`src/verilog/ocp_map.svh`:
```
`ifndef OCP_MAP_SVH
`define OCP_MAP_SVH

// Reset values
`define OCP_RST_BYTE      8'h00
`define OCP_RST_NIBBLE    4'h0
`define OCP_RST_PTR       1'b0
`define OCP_RST_CNT       2'h0

// Fixed value loaded by the build-code operation
`define OCP_BUILD_DEFAULT 8'h41

// Constant-output port number field
`define OCP_KPORT_LSB     0
`define OCP_KPORT_MSB     3
`define OCP_KPORT_UPPER   4'h0

// Timing
`define OCP_INSTR_CYCLES  2
`define OCP_BUF_DEPTH     2'h2

`endif

```
`src/verilog/ocp_pkg.sv`:
```
package ocp_pkg;

   typedef enum logic [1:0] {
      OCP_OP_OUT_REG   = 2'h0,
      OCP_OP_OUT_CONST = 2'h1,
      OCP_OP_BUILD     = 2'h2,
      OCP_OP_NOP       = 2'h3
   } ocp_op_t;

   typedef struct packed {
      ocp_op_t    op;
      logic [3:0] dst;
      logic [7:0] value;
      logic [7:0] port;
   } ocp_cmd_t;

   typedef enum logic [2:0] {
      OCP_IDLE   = 3'h1,
      OCP_SETUP  = 3'h2,
      OCP_STROBE = 3'h4
   } ocp_fsm_t;

   typedef struct packed {
      ocp_cmd_t   [1:0] mem;
      logic             wp;
      logic             rp;
      logic [1:0]       cnt;
   } ocp_buf_st_t;

   typedef struct packed {
      ocp_fsm_t   fsm;
      ocp_cmd_t   cmd;
      logic [7:0] out_value;
      logic [7:0] port;
   } ocp_core_st_t;

endpackage

```
`src/verilog/ocp_buf2.sv`:
```
`timescale 1ns/1ps
`default_nettype none
`include "ocp_map.svh"

module ocp_buf2 (
   input  wire logic              core_clk,
   input  wire logic              rst_n,
   input  wire logic              in_valid,
   output logic                   in_ready,
   input  wire ocp_pkg::ocp_cmd_t in_data,
   output logic                   out_valid,
   input  wire logic              out_ready,
   output ocp_pkg::ocp_cmd_t      out_data
);

   ocp_pkg::ocp_buf_st_t st_r;
   ocp_pkg::ocp_buf_st_t st_nxt;
   logic                 push;
   logic                 pop;

   assign in_ready  = (st_r.cnt != `OCP_BUF_DEPTH);
   assign out_valid = (st_r.cnt != `OCP_RST_CNT);
   assign out_data  = st_r.mem[st_r.rp];
   assign push      = in_valid && in_ready;
   assign pop       = out_valid && out_ready;

   always_comb begin
      st_nxt = st_r;
      if (push) begin
         st_nxt.mem[st_r.wp] = in_data;
         st_nxt.wp           = ~st_r.wp;
      end
      if (pop) begin
         st_nxt.rp = ~st_r.rp;
      end
      case ({push, pop})
         2'h2:    st_nxt.cnt = st_r.cnt + 2'h1;
         2'h1:    st_nxt.cnt = st_r.cnt - 2'h1;
         default: st_nxt.cnt = st_r.cnt;
      endcase
   end

   always_ff @(posedge core_clk or negedge rst_n) begin
      if (!rst_n) begin
         st_r <= '0;
      end else begin
         st_r <= st_nxt;
      end
   end

endmodule // ocp_buf2

`default_nettype wire

```
`src/verilog/ocp_port_path.sv`:
```
// Overview of operation
// - A constant-output operation drives its own 8-bit immediate byte onto the output value bus.
// - A constant-output operation carries a 4-bit port number that appears on the low four port number bits.
// - A constant-output operation writes no general register and touches neither flag.
// - Every operation, constant-output included, lasts two clock cycles, so constant writes can follow every two cycles.
// - The build-code operation loads the named register with a fixed build-time byte, 41 hex by default.
// - Up to sixteen constant ports exist; the constant pulse qualifies port bits 3..0 and bits 7..4 mean nothing.
// - The variable-output pulse rises only for a register-sourced output, though the buses change at other times.
// - The port number is held so outside logic has two cycles to decode it before the write pulse edge.
`timescale 1ns/1ps
`default_nettype none
`include "ocp_map.svh"

module ocp_port_path #(
   parameter logic [7:0] BUILD_VALUE = `OCP_BUILD_DEFAULT
) (
   input  wire logic              core_clk,
   input  wire logic              rst_n,
   input  wire logic              op_valid,
   output logic                   op_ready,
   input  wire ocp_pkg::ocp_cmd_t op_cmd,
   input  wire logic              sleep,
   output logic [7:0]             out_value_bus,
   output logic [7:0]             port_number_bus,
   output logic                   write_strobe,
   output logic                   k_write_strobe,
   output logic                   reg_wr_en,
   output logic [3:0]             reg_wr_addr,
   output logic [7:0]             reg_wr_data
);

   ocp_pkg::ocp_core_st_t st_r;
   ocp_pkg::ocp_core_st_t st_nxt;
   ocp_pkg::ocp_cmd_t     head;
   logic                  head_valid;
   logic                  take;

   // Two entries let the issuer run ahead while sleep holds the port path
   ocp_buf2 i_ocp_buf2 (
      .core_clk  (core_clk),
      .rst_n     (rst_n),
      .in_valid  (op_valid),
      .in_ready  (op_ready),
      .in_data   (op_cmd),
      .out_valid (head_valid),
      .out_ready (take),
      .out_data  (head)
   );

   always_comb begin
      st_nxt = st_r;
      take   = 1'b0;
      case (st_r.fsm)
         ocp_pkg::OCP_IDLE: begin
            // Sleep only blocks a new start; an operation in flight finishes
            take = head_valid && !sleep;
         end
         ocp_pkg::OCP_SETUP: begin
            st_nxt.fsm = ocp_pkg::OCP_STROBE;
         end
         ocp_pkg::OCP_STROBE: begin
            take = head_valid && !sleep;
            if (!take) begin
               st_nxt.fsm = ocp_pkg::OCP_IDLE;
            end
         end
         default: begin
            st_nxt.fsm = ocp_pkg::OCP_IDLE;
         end
      endcase
      if (take) begin
         st_nxt.fsm = ocp_pkg::OCP_SETUP;
         st_nxt.cmd = head;
         case (head.op)
            ocp_pkg::OCP_OP_OUT_CONST: begin
               st_nxt.out_value = head.value;
               // Upper bits forced low; they carry no meaning here
               st_nxt.port = {`OCP_KPORT_UPPER, head.port[`OCP_KPORT_MSB:`OCP_KPORT_LSB]};
            end
            ocp_pkg::OCP_OP_BUILD: begin
               st_nxt.out_value = BUILD_VALUE;
               st_nxt.port      = head.port;
            end
            default: begin
               st_nxt.out_value = head.value;
               st_nxt.port      = head.port;
            end
         endcase
      end
   end

   always_ff @(posedge core_clk or negedge rst_n) begin
      if (!rst_n) begin
         st_r.fsm       <= ocp_pkg::OCP_IDLE;
         st_r.cmd       <= '0;
         st_r.out_value <= `OCP_RST_BYTE;
         st_r.port      <= `OCP_RST_BYTE;
      end else begin
         st_r <= st_nxt;
      end
   end

   assign out_value_bus   = st_r.out_value;
   // Held through setup and strobe cycles: two cycles of decode time
   assign port_number_bus = st_r.port;
   assign write_strobe    = (st_r.fsm == ocp_pkg::OCP_STROBE)
                            && (st_r.cmd.op == ocp_pkg::OCP_OP_OUT_REG);
   assign k_write_strobe  = (st_r.fsm == ocp_pkg::OCP_STROBE)
                            && (st_r.cmd.op == ocp_pkg::OCP_OP_OUT_CONST);
   // Only build-code writes a register; output operations leave them alone
   assign reg_wr_en       = (st_r.fsm == ocp_pkg::OCP_STROBE)
                            && (st_r.cmd.op == ocp_pkg::OCP_OP_BUILD);
   assign reg_wr_addr     = st_r.cmd.dst;
   assign reg_wr_data     = st_r.out_value;

   logic take_const;
   logic take_reg;
   logic take_build;
   logic any_pulse;

   assign take_const = take && (head.op == ocp_pkg::OCP_OP_OUT_CONST);
   assign take_reg   = take && (head.op == ocp_pkg::OCP_OP_OUT_REG);
   assign take_build = take && (head.op == ocp_pkg::OCP_OP_BUILD);
   assign any_pulse  = write_strobe || k_write_strobe || reg_wr_en;

   a_const_value: assert property (@(posedge core_clk) disable iff (!rst_n)
      take_const |-> ##2 (k_write_strobe && out_value_bus == $past(head.value, 2)))
      else $error("constant byte not presented with its pulse");

   a_const_port: assert property (@(posedge core_clk) disable iff (!rst_n)
      take_const |-> ##2 (port_number_bus[3:0] == $past(head.port[3:0], 2)))
      else $error("constant port number wrong");

   a_kport_upper: assert property (@(posedge core_clk) disable iff (!rst_n)
      k_write_strobe |-> (port_number_bus[7:4] == 4'h0 && !write_strobe))
      else $error("constant write has stray upper port bits");

   a_no_reg_write: assert property (@(posedge core_clk) disable iff (!rst_n)
      take_const |-> ##1 !reg_wr_en [*2])
      else $error("constant output wrote a register");

   a_two_cycle: assert property (@(posedge core_clk) disable iff (!rst_n)
      (take_const || take_reg || take_build) |=> (!any_pulse ##1 any_pulse))
      else $error("operation did not take two cycles");

   a_pulse_spacing: assert property (@(posedge core_clk) disable iff (!rst_n)
      any_pulse |=> !any_pulse)
      else $error("pulses closer than two cycles");

   a_build_value: assert property (@(posedge core_clk) disable iff (!rst_n)
      take_build |-> ##2 (reg_wr_en && reg_wr_data == BUILD_VALUE
                          && reg_wr_addr == $past(head.dst, 2)))
      else $error("build-code loaded wrong value or register");

   a_var_only: assert property (@(posedge core_clk) disable iff (!rst_n)
      write_strobe |-> $past(take_reg, 2))
      else $error("variable pulse without register output");

   a_port_stable: assert property (@(posedge core_clk) disable iff (!rst_n)
      any_pulse |-> ($stable(port_number_bus) && $stable(out_value_bus)))
      else $error("port number moved inside decode window");

   a_sleep_block: assert property (@(posedge core_clk) disable iff (!rst_n)
      sleep |-> !take)
      else $error("operation started while asleep");

   // Sleep must pause starts, never strand one already in setup
   a_sleep_hold: assert property (@(posedge core_clk) disable iff (!rst_n)
      (st_r.fsm == ocp_pkg::OCP_IDLE && sleep) |=> (st_r.fsm == ocp_pkg::OCP_IDLE))
      else $error("idle port path left idle while asleep");

   a_wake_start: assert property (@(posedge core_clk) disable iff (!rst_n)
      (st_r.fsm == ocp_pkg::OCP_IDLE && head_valid && !sleep) |=> (st_r.fsm == ocp_pkg::OCP_SETUP))
      else $error("waiting operation not started after sleep released");

   a_sleep_finish: assert property (@(posedge core_clk) disable iff (!rst_n)
      (st_r.fsm == ocp_pkg::OCP_SETUP) |=> (st_r.fsm == ocp_pkg::OCP_STROBE))
      else $error("operation in setup did not reach its pulse");

   // Back-to-back issue is what gives the two-cycle port rate
   a_back_to_back: assert property (@(posedge core_clk) disable iff (!rst_n)
      (st_r.fsm == ocp_pkg::OCP_STROBE && head_valid && !sleep) |=> (st_r.fsm == ocp_pkg::OCP_SETUP))
      else $error("queued operation not issued right after pulse");

   a_fsm_onehot: assert property (@(posedge core_clk) disable iff (!rst_n)
      $onehot(st_r.fsm))
      else $error("port path state not one-hot");

   // Buses must settle a full cycle before any pulse is sampled
   a_decode_window: assert property (@(posedge core_clk) disable iff (!rst_n)
      any_pulse |-> ($past(st_r.fsm) == ocp_pkg::OCP_SETUP))
      else $error("pulse without a setup cycle before it");

   a_nop_silent: assert property (@(posedge core_clk) disable iff (!rst_n)
      (take && head.op == ocp_pkg::OCP_OP_NOP) |-> ##2 !any_pulse)
      else $error("no-op operation raised a pulse");

   a_reg_output: assert property (@(posedge core_clk) disable iff (!rst_n)
      take_reg |-> ##2 (write_strobe && out_value_bus == $past(head.value, 2)
                        && port_number_bus == $past(head.port, 2)))
      else $error("register output not presented with its pulse");

   c_back_to_back: cover property (@(posedge core_clk) disable iff (!rst_n)
      k_write_strobe ##2 k_write_strobe);
   c_sleep_stall: cover property (@(posedge core_clk) disable iff (!rst_n)
      (head_valid && sleep) [*3] ##1 !sleep);
   c_build: cover property (@(posedge core_clk) disable iff (!rst_n)
      reg_wr_en ##2 write_strobe);
   c_buf_full: cover property (@(posedge core_clk) disable iff (!rst_n)
      op_valid && !op_ready);
   c_hybrid: cover property (@(posedge core_clk) disable iff (!rst_n)
      write_strobe ##2 k_write_strobe);

endmodule // ocp_port_path

`default_nettype wire
```
`config.mk`:
```
export PLATFORM = sky130hd
export DESIGN_NAME = ocp_port_path
export DESIGN_NICKNAME = d
export VERILOG_FILES = /design/src/verilog/ocp_pkg.sv /design/src/verilog/ocp_buf2.sv /design/src/verilog/ocp_port_path.sv
export VERILOG_INCLUDE_DIRS = /design/src /design/src/verilog
export SDC_FILE = /design/constraint.sdc
export NUM_CORES = 1
export LEC_CHECK = 0
export ABC_AREA = 1
export BUFFER_PORTS_ARGS = -buffer_cell sky130_fd_sc_hd__buf_2
export CAP_MARGIN = 20
export CORE_UTILIZATION = 50
export DETAILED_ROUTE_END_ITERATION = 16
export PLACE_DENSITY = 0.77
export REMOVE_ABC_BUFFERS = 1
export SYNTH_ARGS = -nofsm -noshare
export SYNTH_HDL_FRONTEND = slang
export SYNTH_SLANG_ARGS = --single-unit
```
`constraint.sdc`:
```
create_clock -name core_clk -period 2.4 [get_ports core_clk]
set_input_delay 0.12 -clock core_clk [delete_from_list [all_inputs] [get_ports core_clk]]
set_output_delay 0.12 -clock core_clk [all_outputs]
set_load 0.02 [all_outputs]
```
==> results_dict.tcl, run 1 <==
set metrics [dict create \
    synth-seq-area-share_pct 53.6 \
    cts_tree "built" \
    gp_congestion 0.782 \
    p_leak_nw 2.07 \
    fin_tns_setup_ns 0 \
    hpwl_microns 4010 \
    final_net_count 468 \
    grt_pass1_wl_microns 10800 \
    yosys_register_bits 73 \
    grt_usage_pct 19.2 \
    critical_path.max_stage_delay_ns 0.37 \
    worst_path_most_repeated_cell "nand2_1" \
    fp-row-count 29 \
    startpoint "i_ocp_buf2.st_r[2]" \
    critical_path_class "reg -> reg" \
    largest_net_degree_at_the_start_of_global_routing 74 \
    path_depth_of_the_worst_reg2reg_path 12 \
    number_of_detailed_route_iterations_in_the_first_pass 10 \
    violations "DRC" \
    floorplan.die.width_microns 84.6 \
    run_status "finished with violations" \
    placed_cells 504 \
    finalCriticalPeriod_ns 1.83 \
    hold_path.class "in -> reg" \
    place.port_buffers 57 \
    hold_violations 0 \
    drcViolationCount 2 \
    final_cells 521 \
    diodes 0 \
    slew_violations 0 \
    critical_path_peak_fanout 10 \
    die_area_sq_um 7150 \
    floorplan.core_area_sq_um 6460 \
    slew_headroom_pct 40.6 \
    register_clock_pin_slew_on_the_reported_worst_setup_and_hold_paths_ns 0.07 \
    final_core_util_pct 57.1 \
    drive_above_1_share_pct 18.7 \
    r2r-start "i_ocp_buf2.st_r[2]" \
    timing.critical_path.from_type "register" \
    ys_types 22 \
    final_min_period_over_clock_period_pct 76.3 \
    ctsResizeCount 0 \
    clock_sinks 73 \
    cts_max_level 3 \
    register_to_register_setup_slack_ns 0.57 \
    syn-cell-area_sq_um 3410 \
    final-setup-viol-count 0 \
    maxCapViolCount 0 \
    dr.first_iter.drc_count 148 \
    fmaxAchievable_ghz 0.546 \
    route.detailed.vias_per_inst 4.86 \
    avgSynthCellArea_sq_um 8.31 \
    cts_inserted_buffers 9 \
    critPathCaptureType "register" \
    clk_latency_ns 0.34 \
    antenna_violations_before_repair 0 \
    ys_warn_count 0 \
    max_slew.worst_pin.slew_ns 0.892 \
    ordered_list_of_cells_on_the_worst_path "inv_1, nand2_1, nand2_1, inv_1, ha_1, nor2_1, buf_4, inv_1, nand2_1, nand2_1, nand2_1, nand2_1" \
    reg2reg_to "out_value_bus[6]" \
    power_density_over_the_cells_nw_per_um2 1360 \
    vias_in_the_first_global_route 2449 \
    dr_total_vias 2533 \
    critical_path.endpoint "out_value_bus[6]" \
    data_arrival_time_of_the_worst_path_ns 2.06 \
    wirelength_microns 6260 \
    io-pin-count 58 \
    synthesis.instances 410 \
    layout_commonest_cell "nand2_1" \
    cp_data_required_time_ns 2.62 \
    leading_cell_types_in_the_layout_fill_and_taps_excluded "nand2_1 (179), dfrtp_1 (72), buf_2 (56), o21ai_1 (45), inv_1 (31)" \
    floorplan.initialDensity_pct 52.8 \
    rsz_0062_raised_after_global_routing "no" \
    hold_path.startpoint "op_cmd[19]" \
    root_buffer "clkbuf_8" \
    drtAntennaViolNets 0 \
    cp_max_stage_cell "dfrtp_1" \
    die_height_microns 84.6 \
    globalRouteOverflowTotal 0 \
    fin_worst_skew_ns 0.00619 \
    cts_max_path_buffers 2 \
    layout-area-overhead-vs-synth_pct 8.11 \
    ir_drop_uv 596 \
    route.detailed.wl_per_inst_microns 12.0 \
]
[worst min path at each step]
stage	end	slack (ns)	depth (start not counted)
floorplan	i_ocp_buf2.st_r[0]	-0.18	0
global placement	i_ocp_buf2.st_r[18]	0.29	1
detailed placement	i_ocp_buf2.st_r[18]	0.31	1
CTS	i_ocp_buf2.st_r[23]	0.03	3
global route	i_ocp_buf2.st_r[41]	0.03	3
finish	i_ocp_buf2.st_r[23]	0.03	3
[repair_timing]
item / 4_1_cts / 5_1_grt
buffers inserted: 0 / 0
hold buffers: 1 / 0
endpoints found under the hold margin: 72 / 0
[metal layers]
metal | vias up | GRT usage, % | routed length [microns] | share of wire, %
met5 | - | 0 | 0 | 0
met3 | 4 | 3.64 | 286 | 4.6
li1 | 1290 | - | - | -
met2 | 50 | 32.1 | 2980 | 48
met4 | 0 | 8.47 | 45 | 0.72
met1 | 1189 | 24.5 | 2950 | 47
[cell families after synthesis]
family	share of synthesized area, %
and+or+nand+nor	23.8
xor gates and xnor gates	1.03
AOI/OAI and AO/OA	8.08
adders and majority gates	1.10
DFF	53.6
buffers and inverters	12.4
[worst max-delay path, delay by kind of cell (launching register included)]
family / cells / cell delay (ns)
adder cells (fa/ha/maj): 1 / 0.31
buffers and inverters: 4 / 0.51
flip-flops: 1 / 0.37
AND/OR/NAND/NOR: 7 / 0.51
[cell type report]
| class | instances | area (sq um) |
|---|---|---|
| clock buffers | 12 | 135 |
| clock inverters | 4 | 20.0 |
| fillers | 601 | 2770 |
| inverters | 32 | 120 |
| multi-input cells | 261 | 1160 |
| flip-flops and latches | 73 | 1830 |
| well taps | 77 | 96.3 |
| repair buffers | 62 | 328 |
[report_power, final]
part           total, W  internal (W)  switching (W)
sequential      0.00210       0.00178       0.000326
combinational   0.00213      0.000756        0.00138
clock          0.000788      0.000369       0.000419
total           0.00502       0.00290        0.00212
[cells in the mapped netlist]
master,count,share of area [%]
inv_1,31,3.4
dfrtp_1,72,53
nand3b_1,1,0.22
nor2_4,1,0.33
dfstp_2,1,0.77
nor2_1,9,0.99
inv_2,1,0.11
nand2_1,179,20
a21oi_1,10,1.5
nor3b_1,1,0.22
buf_6,2,0.66
xnor2_1,2,0.51
nand2_4,1,0.33
nand3b_4,1,0.59
xor2_1,2,0.51
ha_1,3,1.1
nor3_1,2,0.29
nand2_2,3,0.55
nand3_4,1,0.51
buf_2,14,2.1
o21ai_1,45,6.6
buf_4,28,6.2
[metrics by stage]
step                total power (W)  hold WS [ns]  area, sq um  worst slack (ns)
floorplan                   0.00359        -0.176         3110             0.208
global placement            0.00419         0.294         3520             0.673
detailed placement          0.00427         0.308         3520             0.581
CTS                         0.00507        0.0257         3680             0.559
global route                0.00546        0.0331         3680             0.379
finish                      0.00502        0.0335         3680             0.570
[registers in the layout (all words and copies together), names as in the netlist]
| register | flops |
|---|---|
| out_value_bus | 8 |
| i_ocp_buf2.st_r | 48 |
| port_number_bus | 4 |
| reg_wr_addr | 4 |
| st_r | 9 |
Power figures use the tool's default switching activity.
==> run 2: changes to the inputs <==
--- a/config.mk
+++ b/config.mk
@@ -6,7 +6,7 @@
 export SDC_FILE = /design/constraint.sdc
 export NUM_CORES = 1
 export LEC_CHECK = 0
-export ABC_AREA = 1
+export ABC_AREA = 0
 export BUFFER_PORTS_ARGS = -buffer_cell sky130_fd_sc_hd__buf_2
 export CAP_MARGIN = 20
 export CORE_UTILIZATION = 50
==> constraint.sdc (replaced) <==
create_clock -name core_clk -period 1.9 [get_ports core_clk]
set_input_delay 0.095 -clock core_clk [delete_from_list [all_inputs] [get_ports core_clk]]
set_output_delay 0.095 -clock core_clk [all_outputs]
set_load 0.02 [all_outputs]
==> run 2 against run 1 <==
Compared with the run above:
- the run now ends clean
- largest cell class unchanged
- critical path type unchanged
- clock power is 64% higher
- final cell count shrank 26%
- critical endpoint is now out_value_bus[2]
- core utilization is 6.2 points higher
==> results_dict.tcl, run 2 <==
set metrics [dict create \
    die_area_sq_um 7160 \
    avgSynthCellArea_sq_um 14.2 \
    drcViolationCount 0 \
    share_of_yosys_cell_area_claimed_by_the_top_area_cell_type_pct 52.8 \
    ordered_list_of_cells_on_the_worst_path "mux2_2, inv_1, ha_1, nor2_2, buf_4, nor2_1, mux2_4" \
    drtAntennaViolNets 0 \
    clock_sinks 73 \
    dr.first_iter.drc_count 53 \
    data_arrival_time_of_the_worst_path_ns 2.06 \
    sequentialPowerShare_pct 36.3 \
    route.detailed.wl_per_inst_microns 14.9 \
    final_cells 385 \
    top_register_by_number_of_flip_flops "i_ocp_buf2.st_r" \
    max_slew.worst_pin.slew_ns 0.521 \
    maxCapViolCount 0 \
    multi_input_area_sq_um 1300 \
    startpoint "i_ocp_buf2.st_r[2]" \
    final_net_count 332 \
    die_height_microns 84.6 \
    p_leak_nw 1.93 \
    final-setup-viol-count 0 \
    seq_area_sq_um 1830 \
    hpwl_microns 3600 \
    syn-cell-area_sq_um 3410 \
    antenna_violations_before_repair 0 \
    diodes 0 \
    leading_cell_types_in_the_layout_fill_and_taps_excluded "dfrtp_1 (72), mux2_2 (59), buf_2 (56), dlygate4sd3_1 (23), mux2_4 (17)" \
    run_status "complete, no violations" \
    crit_family "multiplexers" \
    hold_violations 0 \
    wirelength_microns 5720 \
    ir_drop_uv 1000 \
    hold_path.class "in -> reg" \
    final_min_period_over_clock_period_pct 96.6 \
    synth-seq-area-share_pct 53.6 \
    cts_max_level 3 \
    place.port_buffers 57 \
    rsz_0062_raised_after_global_routing "yes" \
    power_density_over_the_cells_nw_per_um2 1890 \
    critPathBufInv 2 \
    placement.cell_area_sq_um 3640 \
    yosys_register_bits 73 \
    fillCellCount 498 \
    drive_above_1_share_pct 52.9 \
    hold-worst-slack_ns 0.0152 \
    hold_path.startpoint "op_cmd[5]" \
    root_buffer "clkbuf_8" \
    yosys_most_used_dff "dfrtp_1" \
    placed_cells 346 \
    power.internal_w 0.00510 \
    timing.final.ws_setup_ns 0.0650 \
    clock_power_share_pct 16.7 \
    largest_register_ffs 48 \
    finalCriticalPeriod_ns 1.83 \
    ys_warn_count 0 \
    register_clock_pin_slew_on_the_reported_worst_setup_and_hold_paths_ns 0.07 \
    grt_usage_pct 18.0 \
    cts_max_path_buffers 2 \
    dr_total_vias 1920 \
    synthesis.instances 240 \
    fmaxAchievable_ghz 0.545 \
    io-pin-count 58 \
    post_synth_top_area_cell "dfrtp_1" \
    fin_total_pwr_w 0.00773 \
    slew_violations 0 \
    floorplan.die.width_microns 84.6 \
    design_area_sq_um 4090 \
    total_switching_power_w 0.00263 \
    gp_congestion 0.700 \
    synth.top_cells.by_count "dfrtp_1 (72), mux2_2 (59), buf_4 (30)" \
    fp-row-count 29 \
    cp_data_required_time_ns 2.13 \
    number_of_detailed_route_iterations_in_the_first_pass 10 \
    critical_path.max_stage_delay_ns 0.39 \
    layout-area-overhead-vs-synth_pct 19.8 \
    clk_latency_ns 0.34 \
    floorplan.initialDensity_pct 52.8 \
    timing.critical_path.from_type "register" \
    critical_path_peak_fanout 4 \
    r2r-start "i_ocp_buf2.st_r[2]" \
    ys_types 25 \
    vias_in_the_first_global_route 2020 \
    layout_commonest_cell "dfrtp_1" \
    netSwitchingFraction_pct 34.0 \
    route.detailed.vias_per_inst 4.99 \
    largest_net_degree_at_the_start_of_global_routing 41 \
    fin_worst_skew_ns 0.00723 \
    floorplan.core_area_sq_um 6460 \
    synthMostInstantiatedCell "dfrtp_1" \
    cts_inserted_buffers 9 \
    critPathCaptureType "register" \
    gate_power_share_pct 47.1 \
    post-place-ws_ns -0.00588 \
    asyncSetResetFlopFracSynth_pct 100 \
    critical_path_class "reg -> reg" \
    cts_tree "built" \
    synth-edff-count 0 \
    cp_max_stage_cell "dfrtp_1" \
    grt_pass1_wl_microns 9660 \
    slew_headroom_pct 65.2 \
    globalRouteOverflowTotal 0 \
    synth_top_cells_by_area "dfrtp_1 (53%), mux2_2 (19%), mux2_4 (7.5%), buf_4 (6.6%), mux2i_1 (3.5%)" \
]
==> run 2: changes by cell type in the layout (fill, tap and decap cells not counted), moves of 12 or more <==
cell and delta:
nand2_1 -177, mux2_2 +59, o21ai_1 -45, inv_1 -29
dlygate4sd3_1 +22, mux2_4 +17, mux2i_1 +12
==> run 2: worst paths after layout <==
| check | slack [ns] | end | cells after the start |
|---|---|---|---|
| hold / removal | 0.02 | i_ocp_buf2.st_r[31] | 2 |
| setup / recovery | 0.07 | out_value_bus[2] | 7 |
| min in group asynchronous | 0.27 | st_r[39] | 2 |
| max in group asynchronous | 1.06 | port_number_bus[6] | 3 |
| hold reg to reg | 0.50 | st_r[40] | 1 |
| setup reg to reg | 0.07 | out_value_bus[2] | 7 |
==> run 2: cells by family after synthesis <==
logic type | count (synthesis) | synth area share, %
xor gates and xnor gates | 6 | 1.54
DFF | 73 | 53.6
AOI/OAI and AO/OA | 2 | 0.293
adders and majority gates | 3 | 1.10
buffers and inverters | 40 | 8.33
and+or+nand+nor | 28 | 4.66
muxes | 88 | 30.5
==> run 2: metal layers <==
layer,GRT usage [%],wire [microns],part of all wire (%)
met5,0,0,0
met4,5.55,66,1.2
met3,6.39,274,4.8
met2,29.2,2720,48
met1,22.8,2660,47
==> run 2: layout make-up <==
cell class	instances	area share (%)
sequential	73	44.7
multi-input combinational	127	31.8
timing repair buffer	90	15.7
clock buffer	10	3.12
tap	77	2.36
clock inverter	6	2.02
inverter	2	0.184
==> run 2: metrics by stage <==
| stage | utilization (%) | setup TNS, ns |
|---|---|---|
| floorplan | - | -10.40 |
| global placement | 56.4 | 0 |
| detailed placement | 56.4 | -0.00996 |
| CTS | 63.3 | 0 |
| global route | 63.3 | -0.108 |
| finish | 63.3 | 0 |
==> run 2: power by group through the flow <==
stage               clock, W  sequential [W]  combinational [W]
global placement           0         0.00281            0.00353
global route         0.00138         0.00292            0.00395
detailed placement         0         0.00283            0.00363
CTS                  0.00133         0.00281            0.00368
floorplan                  0         0.00314            0.00219
finish               0.00129         0.00281            0.00364
==> run 2: timing repair <==
item	4_1_cts	5_1_grt
hold endpoints to repair	78	0
hold buffers	23	0
gates cloned	0	0
resized for setup	1	0
setup buffers	0	0
endpoints found under the setup margin	4	8
